==> config.mk <==
export PLATFORM = sky130hd
export DESIGN_NAME = presettable_binary_counter4
export DESIGN_NICKNAME = d
export VERILOG_FILES = /design/src/core/counter_pkg.sv /design/src/core/presettable_binary_counter4.sv
export SDC_FILE = /design/constraint.sdc
export NUM_CORES = 1
export LEC_CHECK = 0
export ABC_CLOCK_PERIOD_IN_PS = 2850
export BUFFER_PORTS_ARGS = -buffer_cell sky130_fd_sc_hd__clkbuf_2
export CAP_MARGIN = 20
export CORE_UTILIZATION = 46
export DETAILED_ROUTE_END_ITERATION = 10
export GPL_TIMING_DRIVEN = 0
export PLACE_DENSITY_LB_ADDON = 0.25
export SLEW_MARGIN = 10
export SYNTH_ARGS = -nofsm -noshare
export SYNTH_HDL_FRONTEND = slang
export SYNTH_SLANG_ARGS = --single-unit
==> constraint.sdc <==
create_clock -name CLK -period 2.85 [get_ports CLK]
set_clock_uncertainty 0.15 [all_clocks]
set_input_delay 0.285 -clock CLK [delete_from_list [all_inputs] [get_ports CLK]]
set_output_delay 0.285 -clock CLK [all_outputs]
set_load 0.02 [all_outputs]
==> src/core/counter_pkg.sv <==
// Purpose: Constants and types for the 4-bit presettable binary counter
// Assumes: APB register access, 32-bit data, one clock
package counter_pkg;

  typedef logic [7:0] addr_t;
  typedef logic [31:0] word_t;
  typedef logic [3:0] count_t;

  // ****************************************
  // Register map
  // ****************************************
  localparam addr_t ADDR_CTRL = 8'h00;
  localparam addr_t ADDR_STATUS = 8'h04;

  localparam int CTRL_PRESET_LSB = 0;
  localparam int CTRL_PRESET_MSB = 3;
  localparam int CTRL_CEP_BIT = 4;
  localparam int CTRL_CET_BIT = 5;
  localparam int CTRL_LOAD_N_BIT = 6;
  localparam int CTRL_SCLR_N_BIT = 7;
  localparam int STAT_COUNT_LSB = 0;
  localparam int STAT_COUNT_MSB = 3;
  localparam int STAT_TC_BIT = 4;

  localparam count_t PRESET_RESET = 4'h0;
  localparam logic EN_RESET = 1'b0;
  localparam logic INACTIVE_N = 1'b1;
  localparam word_t WORD_ZERO = 32'h0000_0000;

  // ****************************************
  // Counter constants
  // ****************************************
  localparam count_t COUNT_ZERO = 4'h0;
  localparam count_t COUNT_MAX = 4'hF;
  localparam count_t COUNT_STEP = 4'h1;

  typedef enum logic [1:0] {
    MODE_HOLD = 2'b00,
    MODE_COUNT = 2'b01,
    MODE_LOAD = 2'b10,
    MODE_CLEAR = 2'b11
  } mode_e;

  typedef struct packed {
    count_t preset;
    logic count_enable_parallel;
    logic count_enable_trickle;
    logic load_n;
    logic sclr_n;
    logic pready;
    word_t prdata;
    logic pslverr;
  } bus_s;

  typedef struct packed {
    count_t count;
    logic tc;
  } cnt_s;

endpackage : counter_pkg

==> src/core/presettable_binary_counter4.sv <==
// Purpose: 4-bit presettable binary counter behind an APB slave
// Assumes: CLK 125 MHz; controls come from the control register
// Notes: ASYNC_CLEAR_VARIANT picks master clear pin or sync clear bit
//
// Decided for this implementation: the register offsets and the APB register port.
`timescale 1ns/100ps
`default_nettype none
module presettable_binary_counter4 #(
  parameter bit ASYNC_CLEAR_VARIANT = 1'b1
) (
  input wire logic CLK,
  input wire logic NRST,
  input wire logic CE,
  input wire logic MASTER_CLEAR_N,
  input wire logic PSEL,
  input wire logic PENABLE,
  input wire logic PWRITE,
  input wire counter_pkg::addr_t PADDR,
  input wire counter_pkg::word_t PWDATA,
  output var logic PREADY,
  output var counter_pkg::word_t PRDATA,
  output var logic PSLVERR,
  output var counter_pkg::count_t COUNT_OUT,
  output var logic TERMINAL_COUNT_OUT
);
  import counter_pkg::*;

  bus_s bus_ff;
  bus_s nxt_bus;
  cnt_s cnt_ff;
  cnt_s nxt_cnt;
  mode_e mode;
  logic cnt_rst_n;
  logic access_done;

  // ****************************************
  // APB slave
  // ****************************************
  // One wait state: pready rises one cycle into the access phase
  assign access_done = PSEL & PENABLE & bus_ff.pready;

  always_comb begin
    word_t rd;
    rd = WORD_ZERO;
    nxt_bus = bus_ff;
    nxt_bus.pready = PSEL & PENABLE & ~bus_ff.pready;
    case (PADDR)
      ADDR_CTRL: begin
        rd[CTRL_PRESET_MSB:CTRL_PRESET_LSB] = bus_ff.preset;
        rd[CTRL_CEP_BIT] = bus_ff.count_enable_parallel;
        rd[CTRL_CET_BIT] = bus_ff.count_enable_trickle;
        rd[CTRL_LOAD_N_BIT] = bus_ff.load_n;
        rd[CTRL_SCLR_N_BIT] = bus_ff.sclr_n;
      end
      ADDR_STATUS: begin
        rd[STAT_COUNT_MSB:STAT_COUNT_LSB] = cnt_ff.count;
        rd[STAT_TC_BIT] = cnt_ff.tc;
      end
      default: begin
        rd = WORD_ZERO;
      end
    endcase
    if (nxt_bus.pready) begin
      nxt_bus.prdata = PWRITE ? WORD_ZERO : rd;
      nxt_bus.pslverr = (PADDR != ADDR_CTRL) && (PADDR != ADDR_STATUS);
    end
    if (access_done && PWRITE && (PADDR == ADDR_CTRL)) begin
      nxt_bus.preset = PWDATA[CTRL_PRESET_MSB:CTRL_PRESET_LSB];
      nxt_bus.count_enable_parallel = PWDATA[CTRL_CEP_BIT];
      nxt_bus.count_enable_trickle = PWDATA[CTRL_CET_BIT];
      nxt_bus.load_n = PWDATA[CTRL_LOAD_N_BIT];
      nxt_bus.sclr_n = PWDATA[CTRL_SCLR_N_BIT];
    end
  end

  always_ff @(posedge CLK or negedge NRST) begin
    if (!NRST) begin
      bus_ff <= '{preset: PRESET_RESET, count_enable_parallel: EN_RESET, count_enable_trickle: EN_RESET,
                  load_n: INACTIVE_N, sclr_n: INACTIVE_N, pready: 1'b0,
                  prdata: WORD_ZERO, pslverr: 1'b0};
    end else if (CE) begin
      bus_ff <= nxt_bus;
    end
  end

  // ****************************************
  // Counter core
  // ****************************************
  // Master clear is an asynchronous pin by nature; it resets only the count and terminal count
  assign cnt_rst_n = NRST & (MASTER_CLEAR_N | ~ASYNC_CLEAR_VARIANT);

  always_comb begin
    if (!ASYNC_CLEAR_VARIANT && !bus_ff.sclr_n) begin
      mode = MODE_CLEAR;
    end else if (!bus_ff.load_n) begin
      mode = MODE_LOAD;
    end else if (bus_ff.count_enable_parallel && bus_ff.count_enable_trickle) begin
      mode = MODE_COUNT;
    end else begin
      mode = MODE_HOLD;
    end
  end

  always_comb begin
    nxt_cnt = cnt_ff;
    case (mode)
      MODE_CLEAR: nxt_cnt.count = COUNT_ZERO;
      MODE_LOAD: nxt_cnt.count = bus_ff.preset;
      MODE_COUNT: nxt_cnt.count = cnt_ff.count + COUNT_STEP;
      MODE_HOLD: nxt_cnt.count = cnt_ff.count;
      default: nxt_cnt.count = cnt_ff.count;
    endcase
    // Registered from next values so it tracks the count with no lag
    nxt_cnt.tc = nxt_bus.count_enable_trickle & (nxt_cnt.count == COUNT_MAX);
  end

  always_ff @(posedge CLK or negedge cnt_rst_n) begin
    if (!cnt_rst_n) begin
      cnt_ff <= '{count: COUNT_ZERO, tc: 1'b0};
    end else if (CE) begin
      cnt_ff <= nxt_cnt;
    end
  end

  assign PREADY = bus_ff.pready;
  assign PRDATA = bus_ff.prdata;
  assign PSLVERR = bus_ff.pslverr;
  assign COUNT_OUT = cnt_ff.count;
  assign TERMINAL_COUNT_OUT = cnt_ff.tc;

endmodule : presettable_binary_counter4
`default_nettype wire

---- Word-level counts from Yosys, hierarchy flattened ----
Index checks and enable logic that the tools add are counted.
storage, ports and cells
  flip-flop bits (word level) ............. 47
  latch bits .............................. 0
  RAM bits ................................ 0
  ROM bits ................................ 0
  input port bits ......................... 47
  logic and storage cells ................. 39
  memories kept ........................... 0
cells by class
  $add $sub $neg .......................... 1
  multipliers ............................. 0
  div/mod/pow operators ................... 0
  order comparisons ....................... 0
  equality and inequality tests ........... 6
  shifts and indexed selects .............. 0
  multiplexer cells ....................... 7
  bitwise gates (word level) .............. 6
  reductions and logical operators ........ 9
operators with widths
  operator                                                                  count
  4-bit one-hot mux with 4 select lines                                     1
  5-bit one-hot mux with 2 select lines                                     1
  8-bit by 3-bit == test with 1-bit output (second input constant)          1
  8-bit logical NOT                                                         1
  8-bit 2-to-1 mux                                                          1
  8-bit by 3-bit inequality test with 1-bit output (second input constant)  1
  8-bit nonzero test                                                        1
  3-bit 2-to-1 mux                                                          2
  1-bit bitwise AND                                                         5
  4-bit by 1-bit adder with 4-bit output (second input constant)            1
  2-bit == test (second input constant)                                     2
  4-bit == test (second input constant)                                     1
  1-bit logical AND                                                         4
  2-bit AND reduction                                                       2
  2-bit by 1-bit == test with 1-bit output (second input constant)          1
  2-bit logical NOT                                                         1
  2-bit 2-to-1 mux                                                          1
  1-bit 2-to-1 mux                                                          1
  1-bit NOT                                                                 1

---- Depth between registers and ports, before layout ----
Gate-level depths: netlist (run 1).
  word-level depth ........................ 7
  depth in mapped cells ................... 5
  depth with buffers taken out ............ 5

---- Worst setup path before layout (run 1) ----
Ideal clock, no wire load.
  kind .................................... register to register
  start point ............................. register cnt_ff (netlist bit COUNT_OUT[0])
  end point ............................... register cnt_ff (netlist bit COUNT_OUT[3])
  arrival ................................. 1.292 ns
  slack ................................... 1.262 ns
  stages on the path, launching flop included .. 5
  path buffers ............................ 0
  cells stage by stage .................... dfrtp_1 nand3_1 o21a_1 o311ai_1 o21ai_0
on the way
  word-level cells in the longest chain between the ends .. 2
RTL lines
  what                                    line                                source
  from (decl)                             presettable_binary_counter4.sv:30   cnt_s cnt_ff;
  from (signal assigned)                  presettable_binary_counter4.sv:119  cnt_ff <= '{count: COUNT_ZERO, tc: 1'b0};
  from (signal assigned)                  presettable_binary_counter4.sv:121  cnt_ff <= nxt_cnt;
  4-bit by 1-bit adder with 4-bit output  presettable_binary_counter4.sv:109  MODE_COUNT: nxt_cnt.count = cnt_ff.count + COUNT_STEP;
  4-bit one-hot mux with 4 select lines   presettable_binary_counter4.sv:106  case (mode)
Every way passes these cells.
A chain may end at the register's enable or synchronous reset.

---- Final worst setup path (run 1) ----
Ends and elaborated chain as after synthesis.

==> reports/results.txt, run 1 <==
effective utilization at floorplan -> 0.501
I/O Buffers -> 36
VDD IR-drop max -> 0.377 mV
post-route insts no fill -> 233
CTS max path bufs -> 2
synth unique cells -> 33
H-tree levels -> 1
RSZ-0062 raised after global routing -> false
DRC -> 5
clock share of power -> 0.244
DP Wirelength -> 2.19 mm
number of diodes -> 0
Via density -> 4.60
Switch Pwr -> 0.000184 W
Power Dens Cells -> 352 mW/mm^2
hold crit path type -> input pin to flip-flop
share of total power in sequential cells -> 0.552
GRT Total Usage -> 0.176
vias in the first global route -> 966
vias -> 1072
Reg-to-Reg Start -> COUNT_OUT[0]
Max FO, Critical Path -> 8
DP Area -> 0.00174 sq mm
Critical Path Sink Type -> flip-flop
die area -> 0.00334 sq mm
chip height -> 57.8 um
Rows -> 19
fraction of registers with async set/reset -> 1.00
ys flop type -> dfrtp_1
dominant cell by count in the synthesized netlist -> buf_4
Final Max Tran Viols -> 0
Crit Path Class -> flip-flop to flip-flop
CTS buffer count -> 3
Nets -> 251
Comb pwr share -> 0.204
RePlAce Congestion -> 0.804
area leader, netlist -> dfrtp_1
hold path endpoint -> bus_ff[37]
CTS clock-pin slew for the worst setup and hold paths -> 0.13 ns
failing checks -> design-rule violations
Hold Vio Cnt, Final -> 0
DRT iter0 DRCs -> 28
share of cells above drive strength 1 -> 0.436
status -> finished with violations
Syn Area/Cell -> 10.4 sq um
largest net degree at the start of global routing -> 20
Tcrit/Tclk final -> 0.570
Routed WL -> 2.71 mm
max-cap viol count -> 0
worst reg2reg endpoint -> COUNT_OUT[3]
P_leak -> 0.968 nW
Synth Register Bits -> 23
Reg2Reg Depth -> 4
Int Pwr -> 0.000443 W
Critical Path RT -> 2.89 ns
initial antenna violation count -> 0
Skew-Pair Late Insertion Delay -> 0.31 ns
DR WL/cell -> 11.6 um
first-pass GRT wire length -> 4.45 mm
Root Buffer -> clkbuf_4
post-CTS sizing -> 0
hold path start -> PWDATA[4]
ranking of synthesized cells by area -> dfrtp_1, buf_4, mux2_4, mux2i_1, o21ai_0
# setup viols final -> 0
total grt overflow -> 0
Max Freq -> 616 MHz
Cells after Synth -> 137
Post-synth EDFFs -> 0
final instance area -> 0.00178 sq mm
Cell Area, Synth -> 0.00143 sq mm
# clock sinks -> 23
placed insts -> 227
core area -> 0.00285 sq mm
WP data arrival -> 1.67 ns
width of the die -> 57.8 um
crit path launch type -> flip-flop
CTS tree -> yes
# hold bufs at CTS -> 2
top cell type's share of synthesized area -> 0.367
setup tns final -> 0 ns
commonest cells in the netlist -> buf_4, dfrtp_1, o21ai_0
boundary pin count -> 86
Ys Warns -> 0
r2r setup slk -> 1.23 ns
Routed Antenna Nets -> 0
Final Critical Period -> 1.62 ns
switching part of the total -> 0.293
Detailed Routing Iterations Pass 1 -> 7
Hold Path Depth -> 2
Setup Fix Bufs, Post-CTS -> 0
Area Growth Syn to Fin -> 24.6%
post-synthesis sequential area ratio -> 0.404
==> through the flow <==
| stage | util | hold WS (ns) | setup WS (ns) | power (W) |
|---|---|---|---|---|
| after floorplan | - | -0.161 | 1.26 | 0.000439 |
| after global placement | 0.608 | 0.0784 | 1.12 | 0.000474 |
| after detailed placement | 0.608 | 0.0918 | 1.08 | 0.000478 |
| after CTS | 0.625 | 0.0447 | 1.23 | 0.000624 |
| after global routing | 0.625 | 0.0253 | 1.06 | 0.000654 |
| final | 0.625 | 0.0390 | 1.23 | 0.000627 |
==> cell usage in the layout (no fill, tap or decap), drive strengths merged <==
cell type	count
clkbuf	43
buf	33
conb	24
dfrtp	21
o21ai	11
nand2	9
mux2	7
mux2i	7
a21oi	6
inv	5
nor2	3
nand3	3
a22o	3
and2	3
a41oi	2
nand4b	2
nand2b	2
dfstp	2
dlygate4sd3	2
nor3	2
and4b	2
nand4	2
nor4	1
o21a	1
or2	1
o311ai	1
xnor2	1
o41ai	1
nand3b	1
ha	1
==> metal layers <==
metal  track usage  part of all wire  vias up
met3        0.0513             0.059        0
met1         0.220              0.43      479
met5             0                 0        -
met2         0.312              0.51       37
li1              -                 -      556
met4        0.0170                 0        0
==> cell families after synthesis <==
kind of cell               after synthesis  share of synthesized area
DFF                                     23                      0.404
adders and majority gates                1                    0.00875
buffers and inverters                   41                      0.194
other                                    1                    0.00262
and+or+nand+nor                         31                      0.149
AOI/OAI and AO/OA                       25                      0.113
xor gates and xnor gates                 1                    0.00613
muxes                                   14                      0.122
==> power groups by stage <==
stage          Sequential [W]  Clock (W)  Combinational, W
2_1_floorplan        0.000358          0         0.0000809
3_5_place_dp         0.000353          0          0.000125
3_3_place_gp         0.000352          0          0.000122
4_1_cts              0.000346   0.000150          0.000127
6_report             0.000347   0.000153          0.000128
5_1_grt              0.000349   0.000166          0.000139
==> registers in the layout, summed over array words and instances (netlist names) <==
signal / flops
PSLVERR: 1
PRDATA: 8
bus_ff: 8
COUNT_OUT: 4
TERMINAL_COUNT_OUT: 1
PREADY: 1
==> worst max path at each step <==
stage / endpoint / start / cells past startpoint
floorplan: COUNT_OUT[3] / COUNT_OUT[0] / 4
global placement: bus_ff[41] / PADDR[5] / 5
global route: COUNT_OUT[3] / COUNT_OUT[0] / 4
finish: COUNT_OUT[3] / COUNT_OUT[0] / 4
CTS: COUNT_OUT[3] / COUNT_OUT[0] / 4
detailed placement: bus_ff[38] / PADDR[5] / 5
==> cell type report <==
type,instances,area [sq um]
inverters,5,18.8
plain buffers,36,259
multi-input cells,96,661
flip-flops and latches,23,578
well taps,31,38.8
fillers,248,1070
repair buffers,38,200
clock buffers,4,26.3
==> critical path: stages (launching register included) <==
cell and delay [ns]:
dfrtp_1 0.49, nand3_1 0.14, o21a_1 0.20, o311ai_1 0.37
o21ai_0 0.14
Power figures use the tool's default switching activity.
==> inputs of run 2 (changes only) <==
--- a/config.mk
+++ b/config.mk
@@ -5,10 +5,10 @@
 export SDC_FILE = /design/constraint.sdc
 export NUM_CORES = 1
 export LEC_CHECK = 0
-export ABC_CLOCK_PERIOD_IN_PS = 2850
+export ABC_CLOCK_PERIOD_IN_PS = 1490
 export BUFFER_PORTS_ARGS = -buffer_cell sky130_fd_sc_hd__clkbuf_2
 export CAP_MARGIN = 20
-export CORE_UTILIZATION = 46
+export CORE_UTILIZATION = 39
 export DETAILED_ROUTE_END_ITERATION = 10
 export GPL_TIMING_DRIVEN = 0
 export PLACE_DENSITY_LB_ADDON = 0.25
==> constraint.sdc (replaced) <==
create_clock -name CLK -period 1.49 [get_ports CLK]
set_clock_uncertainty 0.15 [all_clocks]
set_input_delay 0.149 -clock CLK [delete_from_list [all_inputs] [get_ports CLK]]
set_output_delay 0.149 -clock CLK [all_outputs]
set_load 0.02 [all_outputs]
==> run 2 against run 1 <==
Net effect:
- wire length up 18%
- critical path type unchanged
- via count grew 9.0%
- register-to-register slack worse by 1.3 ns
- highest routed layer is now met4
- the run ends with negative setup slack left
- final cell count rose by 12%
- final area up 14%
- combinational power grew 130%
- critical path depth rose by 1
==> reports/results.txt, run 2 (synthesized netlist as in run 1, its figures left out) <==
number of diodes -> 0 (unchanged)
CTS max path bufs -> 2 (unchanged)
DP Area -> 0.00176 sq mm (was 0.00174 sq mm)
Max Freq -> 633 MHz (was 616 MHz)
failing checks -> negative setup slack (was design-rule violations)
vias in the first global route -> 1186 (was 966)
Int Pwr -> 0.000875 W (was 0.000443 W)
DR WL/cell -> 12.3 um (was 11.6 um)
# setup viols final -> 4 (was 0)
Area Growth Syn to Fin -> 42.2% (was 24.6%)
post-route insts no fill -> 261 (was 233)
DRT iter0 DRCs -> 43 (was 28)
effective utilization at floorplan -> 0.419 (was 0.501)
Crit Path Class -> flip-flop to flip-flop (unchanged)
hold slack -> 0.0262 ns (was 0.0390 ns)
CTS tree -> yes (unchanged)
fin util -> 0.595 (was 0.625)
VDD IR-drop max -> 0.263 mV (was 0.377 mV)
switching part of the total -> 0.304 (was 0.293)
Reg-to-Reg Start -> COUNT_OUT[0] (unchanged)
Root Buffer -> clkbuf_4 (unchanged)
Setup crit end -> TERMINAL_COUNT_OUT (was COUNT_OUT[3])
width of the die -> 62.6 um (was 57.8 um)
Skew-Pair Late Insertion Delay -> 0.31 ns (about the same)
Power Dens Cells -> 619 mW/mm^2 (was 352 mW/mm^2)
area of the multi-input gates -> 767 sq um (was 661 sq um)
crit path launch type -> flip-flop (unchanged)
total power -> 0.00126 W (was 0.000627 W)
largest net degree at the start of global routing -> 20 (unchanged)
total grt overflow -> 0 (unchanged)
share of total power in sequential cells -> 0.530 (was 0.552)
status -> finished with violations (unchanged)
most frequent cells in the layout -> buf_4, clkbuf_2, conb_1 (was clkbuf_2, buf_4, conb_1)
final instance area -> 0.00203 sq mm (was 0.00178 sq mm)
initial antenna violation count -> 0 (unchanged)
WP buf/inv -> 0 (unchanged)
placed insts -> 242 (was 227)
clock share of power -> 0.237 (was 0.244)
CTS buffer count -> 3 (unchanged)
worst reg2reg endpoint -> TERMINAL_COUNT_OUT (was COUNT_OUT[3])
Max FO, Critical Path -> 3 (was 8)
Hold Vio Cnt, Final -> 0 (unchanged)
first-pass GRT wire length -> 5.40 mm (was 4.45 mm)
CP cell instances -> ha_4 > nand3_1 > xnor2_1 > mux2i_4 > o41ai_2 (was nand3_1 > o21a_1 > o311ai_1 > o21ai_0)
CP Launch Point -> COUNT_OUT[0] (unchanged)
Detailed Routing Iterations Pass 1 -> 4 (was 7)
Switch Pwr -> 0.000383 W (was 0.000184 W)
DP Wirelength -> 2.36 mm (was 2.19 mm)
Final Critical Period -> 1.58 ns (was 1.62 ns)
CTS clock-pin slew for the worst setup and hold paths -> 0.13 ns (about the same)
core area -> 0.00342 sq mm (was 0.00285 sq mm)
vias -> 1168 (was 1072)
Layout fillers -> 299 (was 248)
GRT Total Usage -> 0.177 (was 0.176)
r2r setup slk -> -0.09 ns (was 1.23 ns)
boundary pin count -> 86 (unchanged)
slowest stage delay, CP -> 0.43 ns (was 0.49 ns)
Critical Path Sink Type -> flip-flop (unchanged)
P_leak -> 1.06 nW (was 0.968 nW)
Rows -> 21 (was 19)
die area -> 0.00391 sq mm (was 0.00334 sq mm)
crit path max-delay cell type -> dfrtp_2 (was dfrtp_1)
Tcrit/Tclk final -> 1.06 (was 0.570)
hold crit path type -> input pin to flip-flop (unchanged)
RSZ-0062 raised after global routing -> true (was false)
Comb pwr share -> 0.233 (was 0.204)
Reg2Reg Depth -> 5 (was 4)
Final Max Tran Viols -> 0 (unchanged)
H-tree levels -> 1 (unchanged)
PnR worst setup slack -> -0.0908 ns (was 1.23 ns)
most common cell after layout, fill and taps aside -> buf_4 (was clkbuf_2)
Via density -> 4.48 (was 4.60)
DRC -> 0 (was 5)
max-cap viol count -> 0 (unchanged)
RePlAce Congestion -> 0.744 (was 0.804)
Routed WL -> 3.20 mm (was 2.71 mm)
register area -> 583 sq um (was 578 sq um)
chip height -> 62.6 um (was 57.8 um)
WP data arrival -> 1.65 ns (was 1.67 ns)
share of cells above drive strength 1 -> 0.530 (was 0.436)
# clock sinks -> 23 (unchanged)
Nets -> 264 (was 251)
Routed Antenna Nets -> 0 (unchanged)
cell depth of the worst setup path -> 5 (was 4)
CP delay by family, top -> flip-flops (was compound AO/OA/AOI/OAI gates)
I/O Buffers -> 36 (unchanged)
Critical Path RT -> 1.56 ns (was 2.89 ns)
## run 2: cell types whose count changed in the layout (fill, tap and decap cells not counted), sizes merged
cell / change
clkbuf: -1
clkinv: +1
buf: +6
dlygate4sd3: +7
## run 2: worst min-delay path by stage
| stage | from | end | slack [ns] | depth (start not counted) |
|---|---|---|---|---|
| floorplan | NRST | PRDATA[0] | -0.30 | 0 |
| global placement | MASTER_CLEAR_N | COUNT_OUT[2] | -0.05 | 2 |
| detailed placement | MASTER_CLEAR_N | COUNT_OUT[2] | -0.05 | 2 |
| CTS | CE | COUNT_OUT[3] | 0.03 | 3 |
| global route | CE | COUNT_OUT[3] | 0.04 | 3 |
| finish | CE | COUNT_OUT[3] | 0.03 | 3 |
## run 2: cell type report
type,instances,share of cell area
Multi-Input combinational cell,96,0.377
Sequential cell,23,0.287
Buffer,36,0.128
Timing Repair Buffer,51,0.157
Inverter,5,0.00923
Clock inverter,1,0.00246
Clock buffer,3,0.0111
Tap cell,46,0.0283
## run 2: tightest hold or removal path: cells and delay by family
family	cells	cell delay, ns
AOI/OAI and AO/OA	2	0.16
buffers and inverters	1	0.15
## run 2: stage by stage
stage	setup TNS, ns	setup slack [ns]
5_1_grt	-0.809	-0.174
3_3_place_gp	-1.19	-0.142
2_1_floorplan	-0.0382	-0.0194
3_5_place_dp	-1.65	-0.227
6_report	-0.157	-0.0908
4_1_cts	-0.216	-0.0923
## run 2: repair_timing
action / in CTS / in global routing
gates resized for setup: 10 / 17
endpoints found under the setup margin: 13 / 16
hold buffers: 9 / 0
endpoints found under the hold margin: 30 / 0
pin swaps: 6 / 11
setup buffers: 5 / 1
## run 2: routing by layer
metal / global-route usage / share of wire
met5: 0 / 0
met4: 0.0930 / 0.014
met3: 0.0255 / 0.027
met2: 0.306 / 0.54
met1: 0.211 / 0.42
## run 2: power groups by stage
stage	sequential (W)	combinational [W]	clock (W)
after global routing	0.000669	0.000318	0.000327
after floorplan	0.000685	0.000155	0
after CTS	0.000663	0.000277	0.000310
final	0.000667	0.000292	0.000298
after detailed placement	0.000676	0.000238	0
after global placement	0.000675	0.000234	0
